===== src/hdl/psp_pkg.sv =====
/*
 * shared constants and types for the primary switch protection control block.
 * assumes a 40 MHz internal timebase clock and comparator flags already
 * synchronised to that clock.
 */
package psp_pkg;
    // timebase
    localparam int CLK_MHZ = 40;
    localparam int CLK_NS = 25;
    // times in their own units
    localparam int EARLY_LIMIT_WINDOW_NS = 500;
    localparam int SHORT_WINDOW_NS = 200;
    localparam int SOA_SKIP_US = 25;
    localparam int FORCED_OFF_US = 30;
    localparam int LINE_SENSE_OFF_US = 50;
    localparam int RESTART_ON_TIME_MS = 82;
    localparam int OVERLOAD_RATE_KHZ = 110;
    localparam int RESTART_OFF_TIME_MS = 1500;
    localparam int SHORT_RESTART_OFF_TIME_MS = 2000;
    localparam int REQUEST_LOSS_TIMEOUT_MS = 1000;
    localparam int LINE_UNDERVOLTAGE_TIMER_MS = 35;
    localparam int JITTER_PERIOD_US = 1000;
    localparam int RAMP_SPAN_US = 200;
    // cycle counts, every division rounded down
    localparam int EARLY_LIMIT_CYC = EARLY_LIMIT_WINDOW_NS / CLK_NS;
    localparam int SHORT_WINDOW_CYC = SHORT_WINDOW_NS / CLK_NS;
    localparam int SOA_SKIP_CYC = SOA_SKIP_US * CLK_MHZ;
    localparam int FORCED_OFF_CYC = FORCED_OFF_US * CLK_MHZ;
    localparam int LINE_SENSE_OFF_CYC = LINE_SENSE_OFF_US * CLK_MHZ;
    localparam int OVERLOAD_PERIOD_CYC = (CLK_MHZ * 1000) / OVERLOAD_RATE_KHZ;
    localparam int JITTER_HALF_CYC = JITTER_PERIOD_US * CLK_MHZ / 2;
    localparam int RAMP_STEP_CYC = RAMP_SPAN_US * CLK_MHZ / 70;
    localparam int RESTART_ON_TIME_CYC = RESTART_ON_TIME_MS * CLK_MHZ * 1000;
    localparam int RESTART_OFF_CYC = RESTART_OFF_TIME_MS * CLK_MHZ * 1000;
    localparam int SHORT_RESTART_OFF_CYC = SHORT_RESTART_OFF_TIME_MS * CLK_MHZ * 1000;
    localparam int REQUEST_LOSS_CYC = REQUEST_LOSS_TIMEOUT_MS * CLK_MHZ * 1000;
    localparam int LINE_UV_CYC = LINE_UNDERVOLTAGE_TIMER_MS * CLK_MHZ * 1000;
    // current limit in percent
    localparam logic [6:0] LIMIT_FULL_PCT = 7'h64;
    localparam logic [6:0] LIMIT_JITTER_PCT = 7'h5F;
    localparam logic [6:0] LIMIT_FLOOR_PCT = 7'h1E;
    // timer width
    localparam int TW = 32;
    // main sequence
    typedef enum logic [2:0] {
        PSP_ST_CHARGE,
        PSP_ST_LINE_CHECK,
        PSP_ST_RUN,
        PSP_ST_RESTART_OFF,
        PSP_ST_LATCHED
    } psp_state_t;
    // on-cycle result reported by the cycle timer
    typedef enum logic [1:0] {
        PSP_HIT_NONE,
        PSP_HIT_NORMAL,
        PSP_HIT_EARLY,
        PSP_HIT_SHORT
    } psp_hit_t;
endpackage


===== src/hdl/psp_cycle_if.sv =====
/*
 * carries on-cycle timing results from the cycle timer to the controller.
 * assumes both ends share clk.
 */
`timescale 1ns/100ps
interface psp_cycle_if;
    logic gate_on; // switch conducting
    logic off_start; // pulse at turn-off
    psp_pkg::psp_hit_t hit; // pulse-valid limit classification
    logic [31:0] off_cycles; // cycles since last turn-off
    modport ctrl (output gate_on, input off_start, input hit, input off_cycles);
    modport tmr (input gate_on, output off_start, output hit, output off_cycles);
endinterface


===== src/hdl/psp_cycle_timer.sv =====
/*
 * times each on-cycle against the early windows and counts off-time.
 * assumes limit_hit is a synchronous comparator flag.
 */
`timescale 1ns/100ps
module psp_cycle_timer (
    input wire logic clk,
    input wire logic rst_b,
    input wire logic limit_hit,
    psp_cycle_if.tmr cy
);
    logic [15:0] on_cnt_reg; // cycles since turn-on
    logic gate_d_reg; // last gate level
    logic [31:0] off_cnt_reg; // cycles since turn-off, saturating
    logic [1:0] hit_reg; // classification pulse
    logic done_reg; // one classification per cycle

    //////////////////////////////////////////////////////////////////
    // on-time counter and limit classification
    always_ff @(posedge clk) begin
        if (!rst_b) begin
            on_cnt_reg <= 16'h0000;
            hit_reg <= 2'h0;
            done_reg <= 1'b0;
        end else if (cy.gate_on) begin
            on_cnt_reg <= on_cnt_reg + 16'h0001;
            hit_reg <= 2'h0;
            if (limit_hit && !done_reg) begin
                done_reg <= 1'b1;
                if (on_cnt_reg < 16'(psp_pkg::SHORT_WINDOW_CYC)) begin
                    hit_reg <= 2'(psp_pkg::PSP_HIT_SHORT);
                end else if (on_cnt_reg < 16'(psp_pkg::EARLY_LIMIT_CYC)) begin
                    hit_reg <= 2'(psp_pkg::PSP_HIT_EARLY);
                end else begin
                    hit_reg <= 2'(psp_pkg::PSP_HIT_NORMAL);
                end
            end
        end else begin
            on_cnt_reg <= 16'h0000;
            hit_reg <= 2'h0;
            done_reg <= 1'b0;
        end
    end

    //////////////////////////////////////////////////////////////////
    // off-time counter, restarts at each turn-off
    always_ff @(posedge clk) begin
        if (!rst_b) begin
            gate_d_reg <= 1'b0;
            off_cnt_reg <= 32'h0000_0000;
        end else begin
            gate_d_reg <= cy.gate_on;
            if (cy.gate_on || (gate_d_reg && !cy.gate_on)) begin
                off_cnt_reg <= 32'h0000_0000;
            end else if (off_cnt_reg != 32'hFFFF_FFFF) begin
                off_cnt_reg <= off_cnt_reg + 32'h0000_0001;
            end
        end
    end

    assign cy.hit = psp_pkg::psp_hit_t'(hit_reg);
    assign cy.off_start = gate_d_reg && !cy.gate_on;
    assign cy.off_cycles = off_cnt_reg;
endmodule


===== src/hdl/psp_limit_gen.sv =====
/*
 * forms the peak current limit percentage from off-time ramp and jitter.
 * assumes off_cycles counts cycles since the last turn-off.
 */
`timescale 1ns/100ps
module psp_limit_gen (
    input wire logic clk,
    input wire logic rst_b,
    input wire logic [31:0] off_cycles,
    output logic [6:0] limit_pct
);
    logic [31:0] jit_cnt_reg; // jitter half-period counter
    logic jit_lo_reg; // low jitter phase
    logic [6:0] limit_reg; // registered limit
    logic [31:0] drop; // percent lost to ramp
    logic [6:0] top_pct; // jitter-selected top of the ramp

    //////////////////////////////////////////////////////////////////
    // square jitter modulation of the top of the limit
    always_ff @(posedge clk) begin
        if (!rst_b) begin
            jit_cnt_reg <= 32'h0000_0000;
            jit_lo_reg <= 1'b0;
        end else if (jit_cnt_reg >= 32'(psp_pkg::JITTER_HALF_CYC - 1)) begin
            jit_cnt_reg <= 32'h0000_0000;
            jit_lo_reg <= !jit_lo_reg;
        end else begin
            jit_cnt_reg <= jit_cnt_reg + 32'h0000_0001;
        end
    end

    //////////////////////////////////////////////////////////////////
    // linear ramp down with off-time, clamped at the floor
    assign drop = off_cycles / 32'(psp_pkg::RAMP_STEP_CYC);
    // floor measured from the jittered top, so the low phase cannot dip under it
    assign top_pct = jit_lo_reg ? psp_pkg::LIMIT_JITTER_PCT : psp_pkg::LIMIT_FULL_PCT;
    always_ff @(posedge clk) begin
        if (!rst_b) begin
            limit_reg <= psp_pkg::LIMIT_FULL_PCT;
        end else if (drop >= 32'(top_pct - psp_pkg::LIMIT_FLOOR_PCT)) begin
            limit_reg <= psp_pkg::LIMIT_FLOOR_PCT;
        end else begin
            limit_reg <= top_pct - 7'(drop);
        end
    end
    assign limit_pct = limit_reg;
endmodule


===== src/hdl/psp_control.sv =====
/*
 * primary switch protection control top level.
 * assumes all comparator flags are synchronous to clk and that the
 * secondary cycle request arrives as a one-cycle pulse.
 */
`timescale 1ns/100ps
module psp_control #(
    parameter int RESTART_ON_CYC = psp_pkg::RESTART_ON_TIME_CYC,
    parameter int RESTART_OFF_CYC = psp_pkg::RESTART_OFF_CYC,
    parameter int SHORT_OFF_CYC = psp_pkg::SHORT_RESTART_OFF_CYC,
    parameter int REQ_LOSS_CYC = psp_pkg::REQUEST_LOSS_CYC,
    parameter int LINE_UV_CYC = psp_pkg::LINE_UV_CYC,
    parameter int SKIP_CYC = psp_pkg::SOA_SKIP_CYC,
    parameter int FORCED_CYC = psp_pkg::FORCED_OFF_CYC
) (
    input wire logic clk,
    input wire logic rst_b,
    input wire logic cycle_req,
    input wire logic limit_hit,
    input wire logic supply_uv,
    input wire logic supply_shunt_ok,
    input wire logic supply_charged,
    input wire logic supply_reset_low,
    input wire logic large_cap_detect,
    input wire logic supply_overcurrent_trip,
    input wire logic oc_latch_option,
    input wire logic thermal_latch_option,
    input wire logic thermal_trip_level,
    input wire logic thermal_cool,
    input wire logic line_above_brown_in,
    input wire logic line_below_brown_out,
    input wire logic line_over_voltage,
    input wire logic line_ac_reset,
    output logic gate_drive,
    output logic increased_limit,
    output logic [6:0] peak_current_limit,
    output logic line_sense_closed,
    output logic restart_active,
    output logic latched_off
);
    psp_cycle_if cy();
    psp_pkg::psp_state_t state_reg; // main sequence
    logic [31:0] off_tmr_reg; // restart off-time left
    logic [31:0] skip_tmr_reg; // soa or forced off left
    logic [31:0] req_loss_reg; // cycles since last request
    logic [31:0] req_gap_reg; // cycles since previous request
    logic [31:0] ovl_tmr_reg; // continuous overload duration
    logic [31:0] uv_tmr_reg; // brown-out duration
    logic uv_lock_reg; // supply undervoltage lockout
    logic thermal_hold_reg; // thermal disable
    logic early_prev_reg; // last hit was short, or an early hit not yet paired with a skip
    logic after_forced_reg; // first cycle after forced off
    logic brown_reg; // brown-out seen, waiting brown-in
    logic gate_reg; // gate drive
    logic inc_reg; // latched limit selection
    logic sense_reg; // line-sense switch
    logic [6:0] limit_pct; // ramp output
    logic fault_ar; // auto-restart request
    logic short_ar; // short-circuit restart request
    logic latch_req; // latch-off request
    logic clear_all; // supply reset or line undervoltage

    //////////////////////////////////////////////////////////////////
    // submodules
    psp_cycle_timer u_timer (
        .clk(clk),
        .rst_b(rst_b),
        .limit_hit(limit_hit),
        .cy(cy.tmr)
    );
    psp_limit_gen u_limit (
        .clk(clk),
        .rst_b(rst_b),
        .off_cycles(cy.off_cycles),
        .limit_pct(limit_pct)
    );
    assign cy.gate_on = gate_reg;

    //////////////////////////////////////////////////////////////////
    // clearing and fault decoding
    assign clear_all = supply_reset_low || line_below_brown_out;
    assign short_ar = after_forced_reg && (cy.hit == psp_pkg::PSP_HIT_SHORT);
    assign latch_req = supply_overcurrent_trip && oc_latch_option;
    assign fault_ar = (supply_overcurrent_trip && !oc_latch_option)
        || (ovl_tmr_reg >= 32'(RESTART_ON_CYC))
        || (req_loss_reg >= 32'(REQ_LOSS_CYC))
        || (uv_tmr_reg >= 32'(LINE_UV_CYC))
        || line_over_voltage;

    //////////////////////////////////////////////////////////////////
    // supply undervoltage lockout, held until shunt level
    always_ff @(posedge clk) begin
        if (!rst_b) begin
            uv_lock_reg <= 1'b1;
        end else if (supply_uv) begin
            uv_lock_reg <= 1'b1;
        end else if (supply_shunt_ok) begin
            uv_lock_reg <= 1'b0;
        end
    end

    //////////////////////////////////////////////////////////////////
    // thermal response, hysteretic or latching by option
    always_ff @(posedge clk) begin
        if (!rst_b) begin
            thermal_hold_reg <= 1'b0;
        end else if (thermal_trip_level) begin
            thermal_hold_reg <= 1'b1;
        end else if (thermal_latch_option) begin
            if (clear_all) begin
                thermal_hold_reg <= 1'b0;
            end
        end else if (thermal_cool) begin
            thermal_hold_reg <= 1'b0;
        end
    end

    //////////////////////////////////////////////////////////////////
    // request timing: overload rate and request loss
    always_ff @(posedge clk) begin
        if (!rst_b) begin
            req_gap_reg <= 32'h0000_0000;
            req_loss_reg <= 32'h0000_0000;
            ovl_tmr_reg <= 32'h0000_0000;
        end else if (state_reg != psp_pkg::PSP_ST_RUN) begin
            req_gap_reg <= 32'h0000_0000;
            req_loss_reg <= 32'h0000_0000;
            ovl_tmr_reg <= 32'h0000_0000;
        end else begin
            req_loss_reg <= cycle_req ? 32'h0000_0000 : req_loss_reg + 32'h0000_0001;
            req_gap_reg <= cycle_req ? 32'h0000_0000 : req_gap_reg + 32'h0000_0001;
            // overload held only while requests stay faster than the rate
            if (req_gap_reg > 32'(psp_pkg::OVERLOAD_PERIOD_CYC)) begin
                ovl_tmr_reg <= 32'h0000_0000;
            end else begin
                ovl_tmr_reg <= ovl_tmr_reg + 32'h0000_0001;
            end
        end
    end

    //////////////////////////////////////////////////////////////////
    // brown-out timer, held until brown-in returns
    always_ff @(posedge clk) begin
        if (!rst_b) begin
            uv_tmr_reg <= 32'h0000_0000;
            brown_reg <= 1'b0;
        end else if (line_above_brown_in) begin
            uv_tmr_reg <= 32'h0000_0000;
            brown_reg <= 1'b0;
        end else if (line_below_brown_out || brown_reg) begin
            brown_reg <= 1'b1;
            uv_tmr_reg <= uv_tmr_reg + 32'h0000_0001;
        end
    end

    //////////////////////////////////////////////////////////////////
    // soa skip and rectifier-short forced off-time
    always_ff @(posedge clk) begin
        if (!rst_b) begin
            skip_tmr_reg <= 32'h0000_0000;
            early_prev_reg <= 1'b0;
            after_forced_reg <= 1'b0;
        end else if (cy.hit == psp_pkg::PSP_HIT_SHORT) begin
            skip_tmr_reg <= 32'(FORCED_CYC);
            early_prev_reg <= 1'b1;
            after_forced_reg <= 1'b1;
        end else if (cy.hit == psp_pkg::PSP_HIT_EARLY) begin
            after_forced_reg <= 1'b0;
            early_prev_reg <= !early_prev_reg;
            if (early_prev_reg) begin
                skip_tmr_reg <= 32'(SKIP_CYC);
            end
        end else if (cy.hit == psp_pkg::PSP_HIT_NORMAL) begin
            after_forced_reg <= 1'b0;
            early_prev_reg <= 1'b0;
        end else if (skip_tmr_reg != 32'h0000_0000) begin
            skip_tmr_reg <= skip_tmr_reg - 32'h0000_0001;
        end
    end

    //////////////////////////////////////////////////////////////////
    // main sequence: start-up, run, restart and latch
    always_ff @(posedge clk) begin
        if (!rst_b) begin
            state_reg <= psp_pkg::PSP_ST_CHARGE;
            off_tmr_reg <= 32'h0000_0000;
            inc_reg <= 1'b0;
        end else begin
            case (state_reg)
                psp_pkg::PSP_ST_CHARGE: begin
                    // selection caught once the supply has charged
                    if (supply_charged && !uv_lock_reg) begin
                        inc_reg <= large_cap_detect;
                        state_reg <= psp_pkg::PSP_ST_LINE_CHECK;
                    end
                end
                psp_pkg::PSP_ST_LINE_CHECK: begin
                    if (line_above_brown_in && !line_over_voltage) begin
                        state_reg <= psp_pkg::PSP_ST_RUN;
                    end
                end
                psp_pkg::PSP_ST_RUN: begin
                    if (latch_req) begin
                        state_reg <= psp_pkg::PSP_ST_LATCHED;
                    end else if (short_ar) begin
                        off_tmr_reg <= 32'(SHORT_OFF_CYC);
                        state_reg <= psp_pkg::PSP_ST_RESTART_OFF;
                    end else if (fault_ar) begin
                        off_tmr_reg <= 32'(RESTART_OFF_CYC);
                        state_reg <= psp_pkg::PSP_ST_RESTART_OFF;
                    end
                end
                psp_pkg::PSP_ST_RESTART_OFF: begin
                    if (line_ac_reset) begin
                        off_tmr_reg <= 32'h0000_0000;
                        state_reg <= psp_pkg::PSP_ST_LINE_CHECK;
                    end else if (off_tmr_reg > 32'h0000_0001) begin
                        off_tmr_reg <= off_tmr_reg - 32'h0000_0001;
                    end else begin
                        // line window rechecked, covers brown-in and ov recovery
                        state_reg <= psp_pkg::PSP_ST_LINE_CHECK;
                    end
                end
                psp_pkg::PSP_ST_LATCHED: begin
                    if (clear_all) begin
                        state_reg <= psp_pkg::PSP_ST_CHARGE;
                    end
                end
                default: begin
                    state_reg <= psp_pkg::PSP_ST_CHARGE;
                end
            endcase
        end
    end

    //////////////////////////////////////////////////////////////////
    // gate drive: on at request when allowed, off at limit
    always_ff @(posedge clk) begin
        if (!rst_b) begin
            gate_reg <= 1'b0;
        end else if (uv_lock_reg || thermal_hold_reg
                || state_reg != psp_pkg::PSP_ST_RUN || fault_ar || latch_req) begin
            gate_reg <= 1'b0;
        end else if (gate_reg) begin
            gate_reg <= !limit_hit;
        end else if (cycle_req && skip_tmr_reg == 32'h0000_0000
                && cy.hit == psp_pkg::PSP_HIT_NONE) begin
            // a pending hit pulse would let a request slip in before the skip loads
            gate_reg <= 1'b1;
        end
    end

    //////////////////////////////////////////////////////////////////
    // line-sense switch opens after long off-time
    always_ff @(posedge clk) begin
        if (!rst_b) begin
            sense_reg <= 1'b1;
        end else if (gate_reg) begin
            sense_reg <= 1'b1;
        end else if (cy.off_cycles > 32'(psp_pkg::LINE_SENSE_OFF_CYC)) begin
            sense_reg <= 1'b0;
        end
    end

    //////////////////////////////////////////////////////////////////
    // registered status and limit outputs
    always_ff @(posedge clk) begin
        if (!rst_b) begin
            peak_current_limit <= psp_pkg::LIMIT_FULL_PCT;
            restart_active <= 1'b0;
            latched_off <= 1'b0;
        end else begin
            peak_current_limit <= limit_pct;
            restart_active <= state_reg == psp_pkg::PSP_ST_RESTART_OFF;
            latched_off <= state_reg == psp_pkg::PSP_ST_LATCHED;
        end
    end

    // all timers count clk; line-sense, overload-rate, jitter, ramp and early/short window times are package constants, the rest parameters
    assign gate_drive = gate_reg;
    assign increased_limit = inc_reg;
    assign line_sense_closed = sense_reg;
endmodule


===== config.mk =====
export PLATFORM = sky130hd
export DESIGN_NAME = psp_control
export DESIGN_NICKNAME = d
export VERILOG_FILES = /design/src/hdl/psp_pkg.sv /design/src/hdl/psp_cycle_if.sv /design/src/hdl/psp_cycle_timer.sv /design/src/hdl/psp_limit_gen.sv /design/src/hdl/psp_control.sv
export SDC_FILE = /design/constraint.sdc
export NUM_CORES = 1
export LEC_CHECK = 0
export BUFFER_PORTS_ARGS = -buffer_cell sky130_fd_sc_hd__buf_4
export CAP_MARGIN = 20
export CORE_ASPECT_RATIO = 1.5
export CORE_MARGIN = 2
export CORE_UTILIZATION = 30
export CTS_CLUSTER_DIAMETER = 50
export DETAILED_ROUTE_END_ITERATION = 8
export PLACE_DENSITY = 0.5
export RECOVER_POWER = 25
export SYNTH_ARGS = -nofsm -noshare
export SYNTH_HDL_FRONTEND = slang
export SYNTH_HIERARCHICAL = 1
export SYNTH_SLANG_ARGS = --single-unit

===== constraint.sdc =====
create_clock -name clk -period 42.8 [get_ports clk]
set_clock_uncertainty 0.05 [all_clocks]
set_input_delay 6.42 -clock clk [delete_from_list [all_inputs] [get_ports clk]]
set_output_delay 6.42 -clock clk [all_outputs]
set_load 0.005 [all_outputs]

==> results.py <==
metrics = {
    "grt": {
        "grt-ovfl-total": 0,
        "grt_first_pass_wirelength_um": 93900,
        "gr-usage-met1_pct": 17.2,
        "grtUsageTotal_pct": 15.4,
        "met3_usage_pct": 1.48,
        "gr-max-usage-layer": "met2",
        "grt_pass1_vias": 19198,
        "grt_max_degree": 62,
        "antenna_found_initial": 0,
        "met2_usage_pct": 29.3,
    },
    "die": {
        "rows": 117,
        "die-width_um": 218,
        "start_util_pct": 30.4,
        "die_h_um": 326,
        "die_area_um2": 71100,
        "ioPinCount": 30,
        "fp.coreArea_um2": 68100,
    },
    "cts": {
        "cts_resized": 0,
        "cts_tree": "done",
        "path_clk_slew_ps": 60,
        "cts_sinks": 304,
        "cts_buffer_depth": 3,
        "root_buffer": "clkbuf_16",
        "clk_latency_ps": 530,
        "cts_setup_buffers": 0,
        "cts_buffers": 37,
        "ctsHoldBuffers": 0,
        "htree_num_levels": 2,
    },
    "critical_path": {
        "reg2reg_from": "u_timer/cy.off_cycles[30]$_SDFFE_PP0P_",
        "cp-start-kind": "flop",
        "worstSetupPathType": "flop to flop",
        "crit_required_ps": 43050,
        "r2r-end": "u_limit/limit_pct[2]$_SDFF_PP1_",
        "cpPeakStageDelay_ps": 740,
        "crit_fanout": 20,
        "end_kind": "flop",
        "cpMaxStageDelayCell": "dfxtp_1",
        "reg2regPathDepth": 69,
        "crit_arrival_ps": 23440,
        "cpMostUsedCell": "or4_1",
        "rrSetupSlack_ps": 19610,
    },
    "min_path": {
        "hold_depth": 1,
        "hold_path.startpoint": "u_limit/limit_pct[6]$_SDFF_PN1_",
        "hold_end": "peak_current_limit[6]$_SDFF_PN1_",
        "hold_class": "flop to flop",
    },
    "detailed_routing": {
        "drcViolationCount": 0,
        "drt_wl_total_um": 56300,
        "via_per_inst": 5.60,
        "wl_per_cell_um": 16.0,
        "first_iter_violations": 1142,
        "first_pass_iters": 5,
        "drtAntennaViolNets": 0,
        "dr_total_vias": 19787,
    },
    "cells_and_area": {
        "layout.nets": 2654,
        "drive_above_1_share_pct": 8.41,
        "n_antenna_cell": 0,
        "area_growth_syn_to_layout_pct": 11.1,
    },
    "synthesis": {
        "ys_warn_count": 6,
        "syn_area_um2": 20700,
        "syn_area_per_cell_um2": 7.87,
        "netlist_instances": 2630,
    },
    "timing": {
        "fin_crit_sh_pct": 54.2,
        "clock.fmax_mhz": 43.1,
        "tightest_slew_ps": 2390,
        "slew_violations": 82,
        "relSlewSlack_pct": -59.2,
        "finalSetupTns_ps": 0,
        "period_minus_slack_ps": 23190,
        "finalHoldViolations": 0,
        "rsz0062_at_grt": "false",
        "setup_violations": 0,
    },
    "placed_design": {
        "dp_hpwl_um": 41100,
        "gp_congestion": 0.889,
        "port_buffers": 29,
    },
    "power_and_ir_drop": {
        "fin_total_pwr_w": 0.000727,
        "powerDensity_nw_per_um2": 31.6,
        "p_leak_nw": 7.91,
        "vdd_drop_max_uv": 32.6,
    },
    "outcome": {
        "status": "finished, violations left",
        "violations": "capacitance limit, slew limit",
    },
    "job": {
        "maxCapViolations": 2,
    },
}
-- where the power goes --
part	total [W]	switching, W	internal [W]
clock	0.000324	0.000124	0.000200
sequential	0.000304	0.00000998	0.000294
combinational	0.0000988	0.0000583	0.0000405
-- critical path: cells and delay by family (launching register included) --
family | cells | cell delay, ps
AO/OA/AOI/OAI | 47 | 14790
multiplexers | 2 | 610
flip-flops | 1 | 740
adder cells (fa/ha/maj) | 1 | 310
AND/OR/NAND/NOR | 13 | 4330
XOR/XNOR | 4 | 1710
buffers and inverters | 2 | 350
-- stage by stage --
step                      hold WS [ps]  utilization (%)  cells  worst slack [ps]  area, um2
after floorplan                    336                -   2646             24270      20700
after detailed placement           357             31.9   3464             19980      21700
after CTS                          373             33.7   3529             19890      22900
final                              366             33.8   3531             19610      23000
after global routing               389             33.8   3531             17560      23000
after global placement             357             31.9   3464             20590      21700
-- worst max path at each step --
| stage | start | to | slack [ps] | cells past startpoint |
|---|---|---|---|---|
| after global routing | u_timer/cy.off_cycles[28]$_SDFFE_PP0P_ | u_limit/limit_pct[0]$_SDFF_PP0_ | 17560 | 70 |
| after detailed placement | u_timer/cy.off_cycles[30]$_SDFFE_PP0P_ | u_limit/limit_pct[3]$_SDFF_PN0_ | 19980 | 69 |
| after CTS | u_timer/cy.off_cycles[30]$_SDFFE_PP0P_ | u_limit/limit_pct[3]$_SDFF_PN0_ | 19890 | 69 |
| after floorplan | u_timer/cy.off_cycles[29]$_SDFFE_PP0P_ | u_limit/limit_pct[2]$_SDFF_PP1_ | 24270 | 74 |
| after global placement | u_timer/cy.off_cycles[30]$_SDFFE_PP0P_ | u_limit/limit_pct[0]$_SDFF_PP0_ | 20590 | 69 |
| final | u_timer/cy.off_cycles[30]$_SDFFE_PP0P_ | u_limit/limit_pct[2]$_SDFF_PP1_ | 19610 | 69 |
-- cell type report --
class	instances	area [um2]
inverters	75	282
fillers	7151	45100
well taps	892	1120
repair buffers	40	317
clock inverters	12	181
multi-input cells	2155	13900
clock buffers	53	1080
flip-flops and latches	304	6090
-- layer usage --
layer	vias up	routed length [um]	share of wire, %
met2	381	29400	52
li1	9787	-	-
met4	0	1990	3.5
met5	-	0	0
met1	9500	23300	41
met3	119	1620	2.9
-- placed cells by master (no fill, tap or decap), types with 62 or more instances in the layout --
master,count
o21ai_0,112
inv_1,69
nand3_1,113
nor3_1,89
a21oi_1,127
nand2_1,198
xor2_1,94
nor2_1,331
dfxtp_1,304
nor4_1,62
xnor2_1,109
Note: power is estimated with default switching activity, not from simulation.
